File: src/hw/clk_ctrl_pkg.sv
// Package: register map, field layout, reset values and types of clock control
`default_nettype none
package clk_ctrl_pkg;
    localparam int          ADDR_W        = 2;
    localparam logic [1:0]  ADDR_TRIM     = 2'h0;
    localparam logic [1:0]  ADDR_DIVCTL   = 2'h1;
    localparam logic [1:0]  ADDR_TIMERCFG = 2'h2;
    localparam int          UNLOCK_BIT    = 7;
    localparam int          EXTDRV_BIT    = 6;
    localparam int          SEL_W         = 4;
    localparam logic [3:0]  SEL_RESET     = 4'h0;
    localparam logic [3:0]  SEL_RESET_DIV8 = 4'h3;
    localparam logic [3:0]  SEL_MAX       = 4'h8;
    localparam logic [7:0]  UNLOCK_WORD   = 8'h80;
    localparam logic [2:0]  UNLOCK_CYCLES = 3'h4;
    localparam logic [2:0]  ZERO3         = 3'h0;
    localparam logic [2:0]  ONE3          = 3'h1;
    localparam int          CNT_W         = 8;
    localparam logic [7:0]  CNT_ZERO      = 8'h00;
    localparam logic [7:0]  CNT_ONE       = 8'h01;
    localparam logic [7:0]  TRIM_DEFAULT  = 8'h80;

    typedef enum logic [1:0] {
        UL_LOCKED = 2'b00,
        UL_OPEN   = 2'b01
    } unlock_e;

    // Register bus request
    typedef struct packed {
        logic [1:0] addr;
        logic [7:0] wdata;
        logic       wr;
        logic       rd;
    } bus_req_s;

    // Divider control handed to the prescaler
    typedef struct packed {
        logic [3:0] sel;
        logic       load;
    } div_cmd_s;
endpackage : clk_ctrl_pkg
`default_nettype wire

File: src/hw/clock_control.sv
// Clock control top: divide unlock, prescaler, trim register, clock export
//
// Our own choices: the strobed register port and the address map.
`default_nettype none
// Function
// [RULE1] External-drive bit selects external clock on timer oscillator input.
// [RULE2] Programmed export fuse drives clock on export pin, also in reset; the code keeps the pin driven but low in reset, with no clock.
// [RULE3] Exported clock is the post-prescaler system clock.
// [RULE4] Divide code 0..8 gives factor two to the code; above reserved.
// [RULE5] Prescaled clock feeds CPU, flash, I/O and converter domains.
// [RULE6] Divide change makes no glitch and no shorter period.
// [RULE7] New divide takes effect after old period plus one or two new.
// [RULE8] Prescaler counts on the master clock; count not readable.
// [RULE9] Unlock bit sets only on write of 0x80 exactly.
// [RULE10] Software writes divide within four cycles after unlock.
// [RULE11] Unlock clears after four cycles or on divide write.
// [RULE12] Rewriting unlock during window neither extends nor clears it.
// [RULE13] Divide resets to 0 or 3 per divide-by-eight fuse.
// [RULE14] After unlock any divide value is accepted regardless of fuse.
// [RULE15] Software keeps interrupts off during the change sequence.
// [RULE16] Trim loads factory value at reset; software may overwrite.
// [RULE17] Top trim bit selects lower or higher overlapping range.
// [RULE18] Lower seven trim bits tune monotonically within range.
// [RULE19] Software avoids trimming above 8.8 MHz during memory writes.
// [RULE20] Software picks divide keeping clock within maximum frequency.
// [RULE21] Bits 6..4 read zero; reserved code stored but not applied.
module clock_control
    import clk_ctrl_pkg::*;
#(
    parameter logic [7:0] FACTORY_TRIM = TRIM_DEFAULT
) (
    input  wire logic       clk,
    input  wire logic       rst_b,
    input  wire logic       ce,
    input  wire logic [1:0] addr,
    input  wire logic [7:0] wdata,
    input  wire logic       wr,
    input  wire logic       rd,
    output logic      [7:0] rdata,
    input  wire logic       start_div_eight_fuse,
    input  wire logic       clock_export_fuse,
    input  wire logic       gpio_out,
    input  wire logic       gpio_oe,
    output logic            clock_export_pin_o,
    output logic            clock_export_pin_oe,
    output logic            sys_clk_en,
    output logic [7:0]      rc_osc_trim_o,
    output logic            timer_osc_ext_drive
);
    typedef struct packed {
        unlock_e    ul;
        logic [2:0] ul_cnt;
        logic [3:0] sel;
        logic       sel_load;
        logic [7:0] trim;
        logic       ext_drive;
        logic [7:0] rdata;
        logic       fuse_loaded;
        logic       clk_en;
    } top_state_s;

    // Pin drive kept apart: a fuse-selected export must survive reset
    typedef struct packed {
        logic pin_o;
        logic pin_oe;
    } pin_state_s;

    top_state_s st_r;
    top_state_s st_nxt;
    logic       rst_sync_b;
    logic       tick;
    bus_req_s   req;
    div_cmd_s   cmd;
    logic [7:0] divctl_view;
    pin_state_s pin_r;
    pin_state_s pin_nxt;

    clk_reset_sync u_rst (
        .clk        (clk),
        .rst_b      (rst_b),
        .rst_sync_b (rst_sync_b)
    );

    assign req = '{addr: addr, wdata: wdata, wr: wr, rd: rd};
    assign cmd = '{sel: st_r.sel, load: st_r.sel_load};

    sysclk_prescaler #(
        .CW (CNT_W)
    ) u_pre (
        .clk        (clk),
        .rst_sync_b (rst_sync_b),
        .ce         (ce),
        .cmd        (cmd),
        .tick       (tick)
    );

    // Unused bits 6..4 read as zero; count state is never exposed
    assign divctl_view = {st_r.ul == UL_OPEN, ZERO3, st_r.sel}; // RULE21

    // Register writes, unlock window and read mux
    always_comb begin
        st_nxt = st_r;
        st_nxt.sel_load = 1'b0;
        st_nxt.rdata = 8'h00;
        // Strap caught once, one cycle after release, not under reset
        if (!st_r.fuse_loaded) begin
            st_nxt.fuse_loaded = 1'b1;
            st_nxt.sel = start_div_eight_fuse ? SEL_RESET_DIV8
                                              : SEL_RESET; // RULE13
            st_nxt.sel_load = 1'b1;
            st_nxt.trim = FACTORY_TRIM; // RULE16
        end
        // Window countdown; no restart while open
        if (st_r.ul == UL_OPEN) begin
            if (st_r.ul_cnt == ONE3) begin
                st_nxt.ul = UL_LOCKED; // RULE11
                st_nxt.ul_cnt = ZERO3;
            end else begin
                st_nxt.ul_cnt = st_r.ul_cnt - ONE3;
            end
        end
        if (req.wr && st_r.fuse_loaded) begin
            case (req.addr)
                ADDR_TRIM: begin
                    st_nxt.trim = req.wdata; // RULE17 RULE18
                end
                ADDR_DIVCTL: begin
                    if (req.wdata == UNLOCK_WORD) begin
                        if (st_r.ul == UL_LOCKED) begin // RULE12
                            st_nxt.ul = UL_OPEN; // RULE9
                            st_nxt.ul_cnt = UNLOCK_CYCLES;
                        end
                    end else if (!req.wdata[UNLOCK_BIT] &&
                                 st_r.ul == UL_OPEN) begin
                        st_nxt.sel = req.wdata[SEL_W-1:0]; // RULE14 RULE10
                        st_nxt.sel_load = 1'b1;
                        st_nxt.ul = UL_LOCKED; // RULE11
                        st_nxt.ul_cnt = ZERO3;
                    end
                end
                ADDR_TIMERCFG: begin
                    st_nxt.ext_drive = req.wdata[EXTDRV_BIT]; // RULE1
                end
                default: begin
                end
            endcase
        end
        if (req.rd) begin
            case (req.addr)
                ADDR_TRIM:     st_nxt.rdata = st_r.trim;
                ADDR_DIVCTL:   st_nxt.rdata = divctl_view;
                ADDR_TIMERCFG: st_nxt.rdata = {1'b0, st_r.ext_drive, 6'h00};
                default:       st_nxt.rdata = 8'h00;
            endcase
        end
        // Divided clock enable drives all synchronous domains and export
        st_nxt.clk_en = tick; // RULE5 RULE3
        pin_nxt.pin_o = clock_export_fuse ? tick : gpio_out; // RULE2 RULE3
        pin_nxt.pin_oe = clock_export_fuse | gpio_oe; // RULE2
    end

    always_ff @(posedge clk or negedge rst_sync_b) begin
        if (!rst_sync_b) begin
            st_r <= '0;
        end else if (ce) begin
            st_r <= st_nxt;
        end
    end

    // No reset here, so the fuse keeps the pin driven while reset holds;
    // the tick itself is quiet in reset since the prescaler is cleared
    always_ff @(posedge clk) begin
        if (ce) begin
            pin_r <= pin_nxt; // RULE2
        end
    end

    assign rdata               = st_r.rdata;
    assign sys_clk_en          = st_r.clk_en;
    assign clock_export_pin_o  = pin_r.pin_o;
    assign clock_export_pin_oe = pin_r.pin_oe;
    assign rc_osc_trim_o       = st_r.trim;
    assign timer_osc_ext_drive = st_r.ext_drive;
endmodule : clock_control
`default_nettype wire

File: src/hw/clk_reset_sync.sv
// Reset release synchroniser: async assert, two-flop release
`default_nettype none
module clk_reset_sync (
    input  wire logic clk,
    input  wire logic rst_b,
    output logic      rst_sync_b
);
    logic [1:0] sync_r;

    // Release through two flops so the rest sees a clean edge
    always_ff @(posedge clk or negedge rst_b) begin
        if (!rst_b) begin
            sync_r <= 2'h0;
        end else begin
            sync_r <= {sync_r[0], 1'b1};
        end
    end

    assign rst_sync_b = sync_r[1];
endmodule : clk_reset_sync
`default_nettype wire

File: src/hw/sysclk_prescaler.sv
// Glitch-free power-of-two prescaler producing a clock-enable tick
`default_nettype none
module sysclk_prescaler
    import clk_ctrl_pkg::*;
#(
    parameter int CW = CNT_W
) (
    input  wire logic     clk,
    input  wire logic     rst_sync_b,
    input  wire logic     ce,
    input  wire div_cmd_s cmd,
    output logic          tick
);
    typedef struct packed {
        logic [7:0] cnt;
        logic [7:0] period;
        logic [7:0] pend_period;
        logic       pend;
        logic       tick;
    } pre_state_s;

    pre_state_s st_r;
    pre_state_s st_nxt;

    // Period minus one for a legal code; power of two minus one
    function automatic logic [7:0] period_of(input logic [3:0] sel);
        logic [8:0] p;
        p = 9'h001 << sel;
        period_of = p[7:0] - CNT_ONE;
    endfunction : period_of

    // Counter reloads only at a period boundary, so a new divide waits for
    // the current period to end: no short period and no glitch
    always_comb begin
        st_nxt = st_r;
        st_nxt.tick = 1'b0;
        if (cmd.load && cmd.sel <= SEL_MAX) begin // RULE6
            st_nxt.pend = 1'b1;
            st_nxt.pend_period = period_of(cmd.sel); // RULE4
        end
        if (st_r.cnt == CNT_ZERO) begin
            st_nxt.tick = 1'b1; // RULE5
            if (st_nxt.pend) begin // RULE7
                st_nxt.period = st_nxt.pend_period;
                st_nxt.cnt = st_nxt.pend_period;
                st_nxt.pend = 1'b0;
            end else begin
                st_nxt.cnt = st_r.period;
            end
        end else begin
            st_nxt.cnt = st_r.cnt - CNT_ONE; // RULE8
        end
    end

    always_ff @(posedge clk or negedge rst_sync_b) begin
        if (!rst_sync_b) begin
            st_r <= '0;
        end else if (ce) begin
            st_r <= st_nxt;
        end
    end

    assign tick = st_r.tick;
endmodule : sysclk_prescaler
`default_nettype wire

File: config.mk
export PLATFORM = sky130hd
export DESIGN_NAME = clock_control
export DESIGN_NICKNAME = d
export VERILOG_FILES = /design/src/hw/clk_ctrl_pkg.sv /design/src/hw/clock_control.sv /design/src/hw/clk_reset_sync.sv /design/src/hw/sysclk_prescaler.sv
export SDC_FILE = /design/constraint.sdc
export NUM_CORES = 1
export LEC_CHECK = 0
export ABC_AREA = 1
export BUFFER_PORTS_ARGS = -buffer_cell sky130_fd_sc_hd__clkbuf_2
export CAP_MARGIN = 10
export CORE_MARGIN = 1.5
export CORE_UTILIZATION = 58
export CTS_CLUSTER_DIAMETER = 150
export DETAILED_ROUTE_END_ITERATION = 6
export PLACE_DENSITY_LB_ADDON = 0.25
export SYNTH_ARGS = -nofsm -noshare
export SYNTH_HDL_FRONTEND = slang
export SYNTH_SLANG_ARGS = --single-unit
File: constraint.sdc
create_clock -name clk -period 2.3 [get_ports clk]
set_clock_uncertainty 0.05 [all_clocks]
set_input_delay 0.23 -clock clk [delete_from_list [all_inputs] [get_ports clk]]
set_output_delay 0.23 -clock clk [all_outputs]
set_load 0.02 [all_outputs]
==> impl_results.md, run 1 <==
- Total gr overflow: 0
- Post_cts resized: 0
- H-tree depth: 3
- Sequential element share of the synthesized area: 47.22%
- Total chip power: 0.003427 W
- Ratio of cells with drive above 1 in the final layout: 20.14%
- Peak VDD IR: 0.0004064 V
- Critical path, cell by cell: nor2_1 -> inv_1 -> nor2_1 -> inv_1 -> ha_1 -> nand2_1 -> nand2_1 -> o21ai_1 -> nand2_1 -> nand2_1 -> nand2_1
- DRC Markers: 0
- FF-to-FF Start: cmd[3]$_DFFE_PN0P_
- HP Class: input pin to flop
- I/O Pins: 39
- Largest net degree at the start of global routing: 39
- CORE AREA: 0.005172 mm²
- GRT Util Overall: 26.48%
- Area growth syn-to-layout: 10.93%
- First-pass GRT wire length: 11940 µm
- Worst-Margin Slew: 0.8118 ns
- Number of buffers created by CTS: 9
- Synthesized Nets: 420
- Critical path startpoint: cmd[3]$_DFFE_PN0P_
- Outcome: finished clean
- Final GP Congestion: 0.9134
- Ranking of synthesized cells by area: dfrtp_1, nand2_1, nand3_1, inv_1, buf_4
- CTS tree: done
- Slowest CP cell: dfrtp_1
- DPL Wire Length: 4887 µm
- Switching share of power: 35.94%
- HP Start: wdata[2]
- Setup WS pre-CTS: 0.3586 ns
- Vias: 2642
- Detailed Route WL: 6984 µm
- Final hold vios: 0
- Clock network fraction of total power: 27.6%
- Synth Cell Area: 0.003148 mm²
- DR pass1 iterations: 4
- Register share of total power: 44.0%
- Leakage: 1.868 nW
- Power per cell area: 981.3 mW/mm²
- Worst setup EP type: flop
- Gate power share: 28.4%
- Slew HR: 45.88%
- CP dominant cell by count: nand2_1
- CP max FO: 4
- CP arrival: 2.23 ns
- Most common cell after layout, fill and taps aside: nand2_1
- Largest delay share family, worst path: simple AND/OR/NAND/NOR gates
- Period minus WS final: 2.043 ns
- Final Cycle Share: 88.83%
- Worst-path clk slew: 0.07 ns
- Area share of the largest cell type after synthesis: 45.31%
- WL/cell: 13.91 µm
- Data required time of the worst path: 2.49 ns
- Synth area leader: dfrtp_1
- FF+latch count, synth: 59
- Final setup viols: 0
- IO buf count: 38
- Final #Nets: 450
- Number of global-route vias before repair: 2561
- Die height: 76.67 µm
- Vias per inst: 5.263
- Average cell area after synthesis: 7.930 µm²
- Max Slew Vio Count: 0
- Distinct cells, synth: 37
- Crit path buf inv count: 2
- Psw: 0.001232 W
- Routed Antenna Nets: 0
- Setup TNS Final: 0 ns
- CP startpoint kind: flop
- Post-Synthesis Cells: 397
- Row count: 26
- RSZ-0062 raised after global routing: false
- Clock buffer depth: 2
- # clock sinks: 59
- Max Fclk: 489.4 MHz
- Maxcap violations: 0
- Crit path largest cell delay: 0.40 ns
- Diode count: 0
- Root Buffer: clkbuf_8
- 1st-iter DRT viols: 252
- Internal power: 0.002195 W
- Setup Fix Bufs, Post-CTS: 0
- Initial antenna violation count: 0
- Kind of critical path: flop to flop
- Die width: 76.67 µm
- Full die area: 0.005878 mm²
- Setup WS post-layout: 0.2568 ns
- YS warnings: 0
- Starting Density: 60.86%
- Most frequent cells in the layout: nand2_1, dfrtp_1, inv_1
- Clock Latency Late Sink: 0.35 ns
## cell usage after synthesis, drive strengths merged
cell    instances
nand4           5
nand3          37
o22ai           4
clkbuf          2
ha              4
edfxtp          2
conb            1
dfrtp          57
clkinv          1
nand2         137
a22o            1
o211ai          2
o221ai          3
nor2           33
or2             4
a21oi           4
o311ai          1
buf            21
nor3            1
inv            47
o21ai          26
nand3b          4
## area by class of cell
type	count	area [µm²]
Fill cell	443	1680
Tap cell	70	87.58
Timing Repair Buffer	42	222.7
Multi-Input combinational cell	267	1313
Sequential cell	59	1488
Clock inverter	5	52.55
Clock buffer	11	141.4
Inverter	48	187.7
## worst paths after layout
check	end	slack, ns	depth (start not counted)
max in group asynchronous	rdata[3]$_DFFE_PN0P_	1.23	1
worst min-delay path	cmd[3]$_DFFE_PN0P_	0.07	3
worst max register to register	u_pre.st_r[16]$_DFFE_PN0P_	0.26	11
worst min register to register	u_rst.sync_r[1]$_DFF_PN0_	0.30	0
min in group asynchronous	u_rst.sync_r[0]$_DFF_PN0_	0.16	2
worst max-delay path	u_pre.st_r[16]$_DFFE_PN0P_	0.26	11
## power groups by stage
stage	combinational [W]	sequential [W]	clock [W]
3_5_place_dp	0.000957	0.00152	0
2_1_floorplan	0.000802	0.00147	0
6_report	0.000974	0.00151	0.000945
3_3_place_gp	0.000926	0.00150	0
5_1_grt	0.00112	0.00154	0.00100
4_1_cts	0.000971	0.00150	0.000958
## registers in the layout (all words and copies together), names as in the netlist
signal,cells
clock_export_pin_o,1
clock_export_pin_oe,1
cmd,5
rc_osc_trim_o,8
rdata,8
st_r,6
sys_clk_en,1
timer_osc_ext_drive,1
u_pre.st_r,25
u_pre.tick,1
u_rst.sync_r,2
## cell families after synthesis
| group | Yosys count | share of synthesized area, % |
|---|---|---|
| buffers and inverters | 71 | 11.09 |
| and+or+nand+nor | 221 | 31.60 |
| other | 1 | 0.1191 |
| adders and majority gates | 4 | 1.590 |
| DFF | 59 | 47.22 |
| AOI/OAI and AO/OA | 41 | 8.386 |
## worst register-to-register path, cell delays in order, from the launching register on
cell and delay, ns:
dfrtp_1 0.40, nor2_1 0.25, inv_1 0.12, nor2_1 0.26, inv_1 0.08, ha_1 0.23
nand2_1 0.11, nand2_1 0.06, o21ai_1 0.14, nand2_1 0.09, nand2_1 0.08, nand2_1 0.05
## per-layer routing
metal  GRT usage [%]  vias to the layer above  part of all wire [%]
met1           37.48                     1232                    45
met2           39.03                       89                    46
met5               0                        -                     0
met4           14.26                        0                   1.9
li1                -                     1309                     -
met3           4.286                       12                   6.8
## through the flow
stage | utilization (%) | instances | hold WS, ns | instance area [µm²]
final | 67.51 | 502 | 0.06504 | 3492
after global routing | 67.51 | 502 | 0.07660 | 3492
after CTS | 67.51 | 502 | 0.05339 | 3492
after detailed placement | 63.57 | 485 | -0.03205 | 3288
after global placement | 63.57 | 485 | -0.03415 | 3288
after floorplan | - | 397 | -0.1156 | 3148
## what timing repair did
item                                    4_1_cts  5_1_grt
hold buffers                                  1        0
hold endpoints to repair                      2        0
endpoints found under the setup margin        0        0
Power figures use the tool's default switching activity.
==> run 2, diff against run 1 <==
--- a/config.mk
+++ b/config.mk
@@ -13,6 +13,7 @@
 export CTS_CLUSTER_DIAMETER = 150
 export DETAILED_ROUTE_END_ITERATION = 6
 export PLACE_DENSITY_LB_ADDON = 0.25
+export REMOVE_ABC_BUFFERS = 1
 export SYNTH_ARGS = -nofsm -noshare
 export SYNTH_HDL_FRONTEND = slang
 export SYNTH_SLANG_ARGS = --single-unit
==> run 2 against run 1 <==
Non-clock buffer count fell by 1. Count of clock-buffer cells in the layout did not move. First-iteration DRC count fell by 21%. Final area rose by 0.14%. Global-route usage fell by 1.7 points. Critical path type unchanged. Sequential share of layout area fell by 0.061 points. Critical endpoint is now u_pre.st_r[24]$_DFFE_PN0P_. Combinational power rose by 0.6%.
==> impl_results.md, run 2 (synthesized netlist as in run 1, its figures left out) <==
- Outcome: finished clean (unchanged)
- R2R cell count: 11 (unchanged)
- Clock buffer depth: 2 (unchanged)
- Number of buffers created by CTS: 9 (unchanged)
- Final Cycle Share: 86.83% (was 88.83%)
- CORE AREA: 0.005172 mm² (unchanged)
- Non-Filler Instances: 501 (was 502)
- Vias per inst: 5.251 (was 5.263)
- HP Class: input pin to flop (unchanged)
- Most frequent cells in the layout: nand2_1, dfrtp_1, inv_1 (unchanged)
- CTS tree: done (unchanged)
- Most flop-heavy register: u_pre.st_r (unchanged)
- Data required time of the worst path: 2.48 ns (was 2.49 ns)
- Multi-input gate area: 0.001313 mm² (unchanged)
- Hold WS: 0.07234 ns (was 0.06504 ns)
- First-pass GRT wire length: 11320 µm (was 11940 µm)
- Peak VDD IR: 0.0004434 V (was 0.0004064 V)
- WL/cell: 13.21 µm (was 13.91 µm)
- Fillers: 417 (was 443)
- Largest net degree at the start of global routing: 56 (was 39)
- DP Area: 0.003293 mm² (was 0.003288 mm²)
- Hold depth: 3 (unchanged)
- Diode count: 0 (unchanged)
- Setup TNS Final: 0 ns (unchanged)
- Final #Nets: 449 (was 450)
- Most common cell after layout, fill and taps aside: nand2_1 (unchanged)
- Die width: 76.67 µm (unchanged)
- Ratio of cells with drive above 1 in the final layout: 19.95% (was 20.14%)
- Max Slew Vio Count: 0 (unchanged)
- I/O Pins: 39 (unchanged)
- Flip-flop count of the largest register after layout: 25 (unchanged)
- DPL Wire Length: 4816 µm (was 4887 µm)
- Setup Fix Bufs, Post-CTS: 0 (unchanged)
- FF/Latch Area: 0.001488 mm² (unchanged)
- Routed Antenna Nets: 0 (unchanged)
- Worst-path clk slew: 0.07 ns (about the same)
- Placed Cells: 484 (was 485)
- Final GP Congestion: 0.8530 (was 0.9134)
- Number of global-route vias before repair: 2488 (was 2561)
- Design Area, Final: 0.003497 mm² (was 0.003492 mm²)
- Die height: 76.67 µm (unchanged)
- Kind of critical path: flop to flop (unchanged)
- Period minus WS final: 1.997 ns (was 2.043 ns)
- Clock Latency Late Sink: 0.34 ns (was 0.35 ns)
- Starting Density: 60.86% (unchanged)
- Full die area: 0.005878 mm² (unchanged)
- CP arrival: 2.18 ns (was 2.23 ns)
- CP startpoint kind: flop (unchanged)
- Area growth syn-to-layout: 11.09% (was 10.93%)
- 1st-iter DRT viols: 198 (was 252)
- Maxcap violations: 0 (unchanged)
- DR pass1 iterations: 4 (unchanged)
- Worst setup EP type: flop (unchanged)
- Vias: 2631 (was 2642)
- DRC Markers: 0 (unchanged)
- IO buf count: 38 (unchanged)
- Row count: 26 (unchanged)
- Leakage: 1.868 nW (about the same)
- Total gr overflow: 0 (unchanged)
- Max Fclk: 500.7 MHz (was 489.4 MHz)
- Initial antenna violation count: 0 (unchanged)
- CP max FO: 4 (unchanged)
- Final setup viols: 0 (unchanged)
- Root Buffer: clkbuf_8 (unchanged)
- Final hold vios: 0 (unchanged)
- GRT Util Overall: 24.76% (was 26.48%)
- # clock sinks: 59 (unchanged)
- Detailed Route WL: 6619 µm (was 6984 µm)
- Power per cell area: 972.8 mW/mm² (was 981.3 mW/mm²)
- RSZ-0062 raised after global routing: false (unchanged)
- H-tree depth: 3 (unchanged)
run 2: changes by cell type in the layout (fill, tap and decap cells not counted), sizes merged:
| cell | before | now |
|---|---|---|
| buf | 3 | 2 |
run 2: area by class of cell:
| class | instances | area share (%) |
|---|---|---|
| clock buffer | 11 | 4.043 |
| inverter | 48 | 5.367 |
| multi-input combinational | 267 | 37.53 |
| clock inverter | 5 | 1.503 |
| tap | 70 | 2.504 |
| timing repair buffer | 41 | 6.512 |
| sequential | 59 | 42.54 |
run 2: per-stage QoR:
| stage | worst slack (ns) | utilization [%] | total power (W) |
|---|---|---|---|
| after CTS | 0.3139 | 67.61 | 0.003408 |
| after detailed placement | 0.3513 | 63.67 | 0.002476 |
| final | 0.3029 | 67.61 | 0.003402 |
| after global placement | 0.4662 | 63.67 | 0.002427 |
| after global routing | 0.09135 | 67.61 | 0.003632 |
| after floorplan | 0.5456 | - | 0.002209 |
run 2: path summary, 6_finish.rpt:
kind                                                start                         endpoint  slack [ns]
worst min register to register  u_rst.sync_r[1]$_DFF_PN0_           u_pre.tick$_DFFE_PN0P_        0.21
worst min-delay path                             wdata[2]               cmd[3]$_DFFE_PN0P_        0.07
min in group asynchronous                           rst_b        u_rst.sync_r[1]$_DFF_PN0_        0.15
worst max register to register         cmd[3]$_DFFE_PN0P_       u_pre.st_r[24]$_DFFE_PN0P_        0.30
worst max-delay path                   cmd[3]$_DFFE_PN0P_       u_pre.st_r[24]$_DFFE_PN0P_        0.30
max in group asynchronous       u_rst.sync_r[1]$_DFF_PN0_  timer_osc_ext_drive$_DFFE_PN0P_        1.74
run 2: per-layer routing:
metal	wire, µm	global-route usage (%)
met1	2863	30.65
met2	3216	41.50
met3	377	5.595
met4	161	10.74
met5	0	0
run 2: report_power, final:
part,internal [W],leakage (nW),switching (W)
clock,0.000524,0.0991,0.000412
combinational,0.000374,1.03,0.000606
sequential,0.00130,0.734,0.000187
run 2: repair_timing:
action	in CTS	in global routing
hold endpoints to repair	2	0
setup endpoints to repair	0	0
hold buffers	1	0
resized for setup	0	0
run 2: critical path, stage by stage, from the launching register on:
cell and delay, ns:
dfrtp_1 0.39, nor2_1 0.26, inv_1 0.12, nor2_1 0.22
inv_1 0.07, ha_1 0.22, nand2_1 0.13, nand2_1 0.06
o21ai_1 0.12, nand2_1 0.08, nand2_1 0.09, nand2_1 0.05
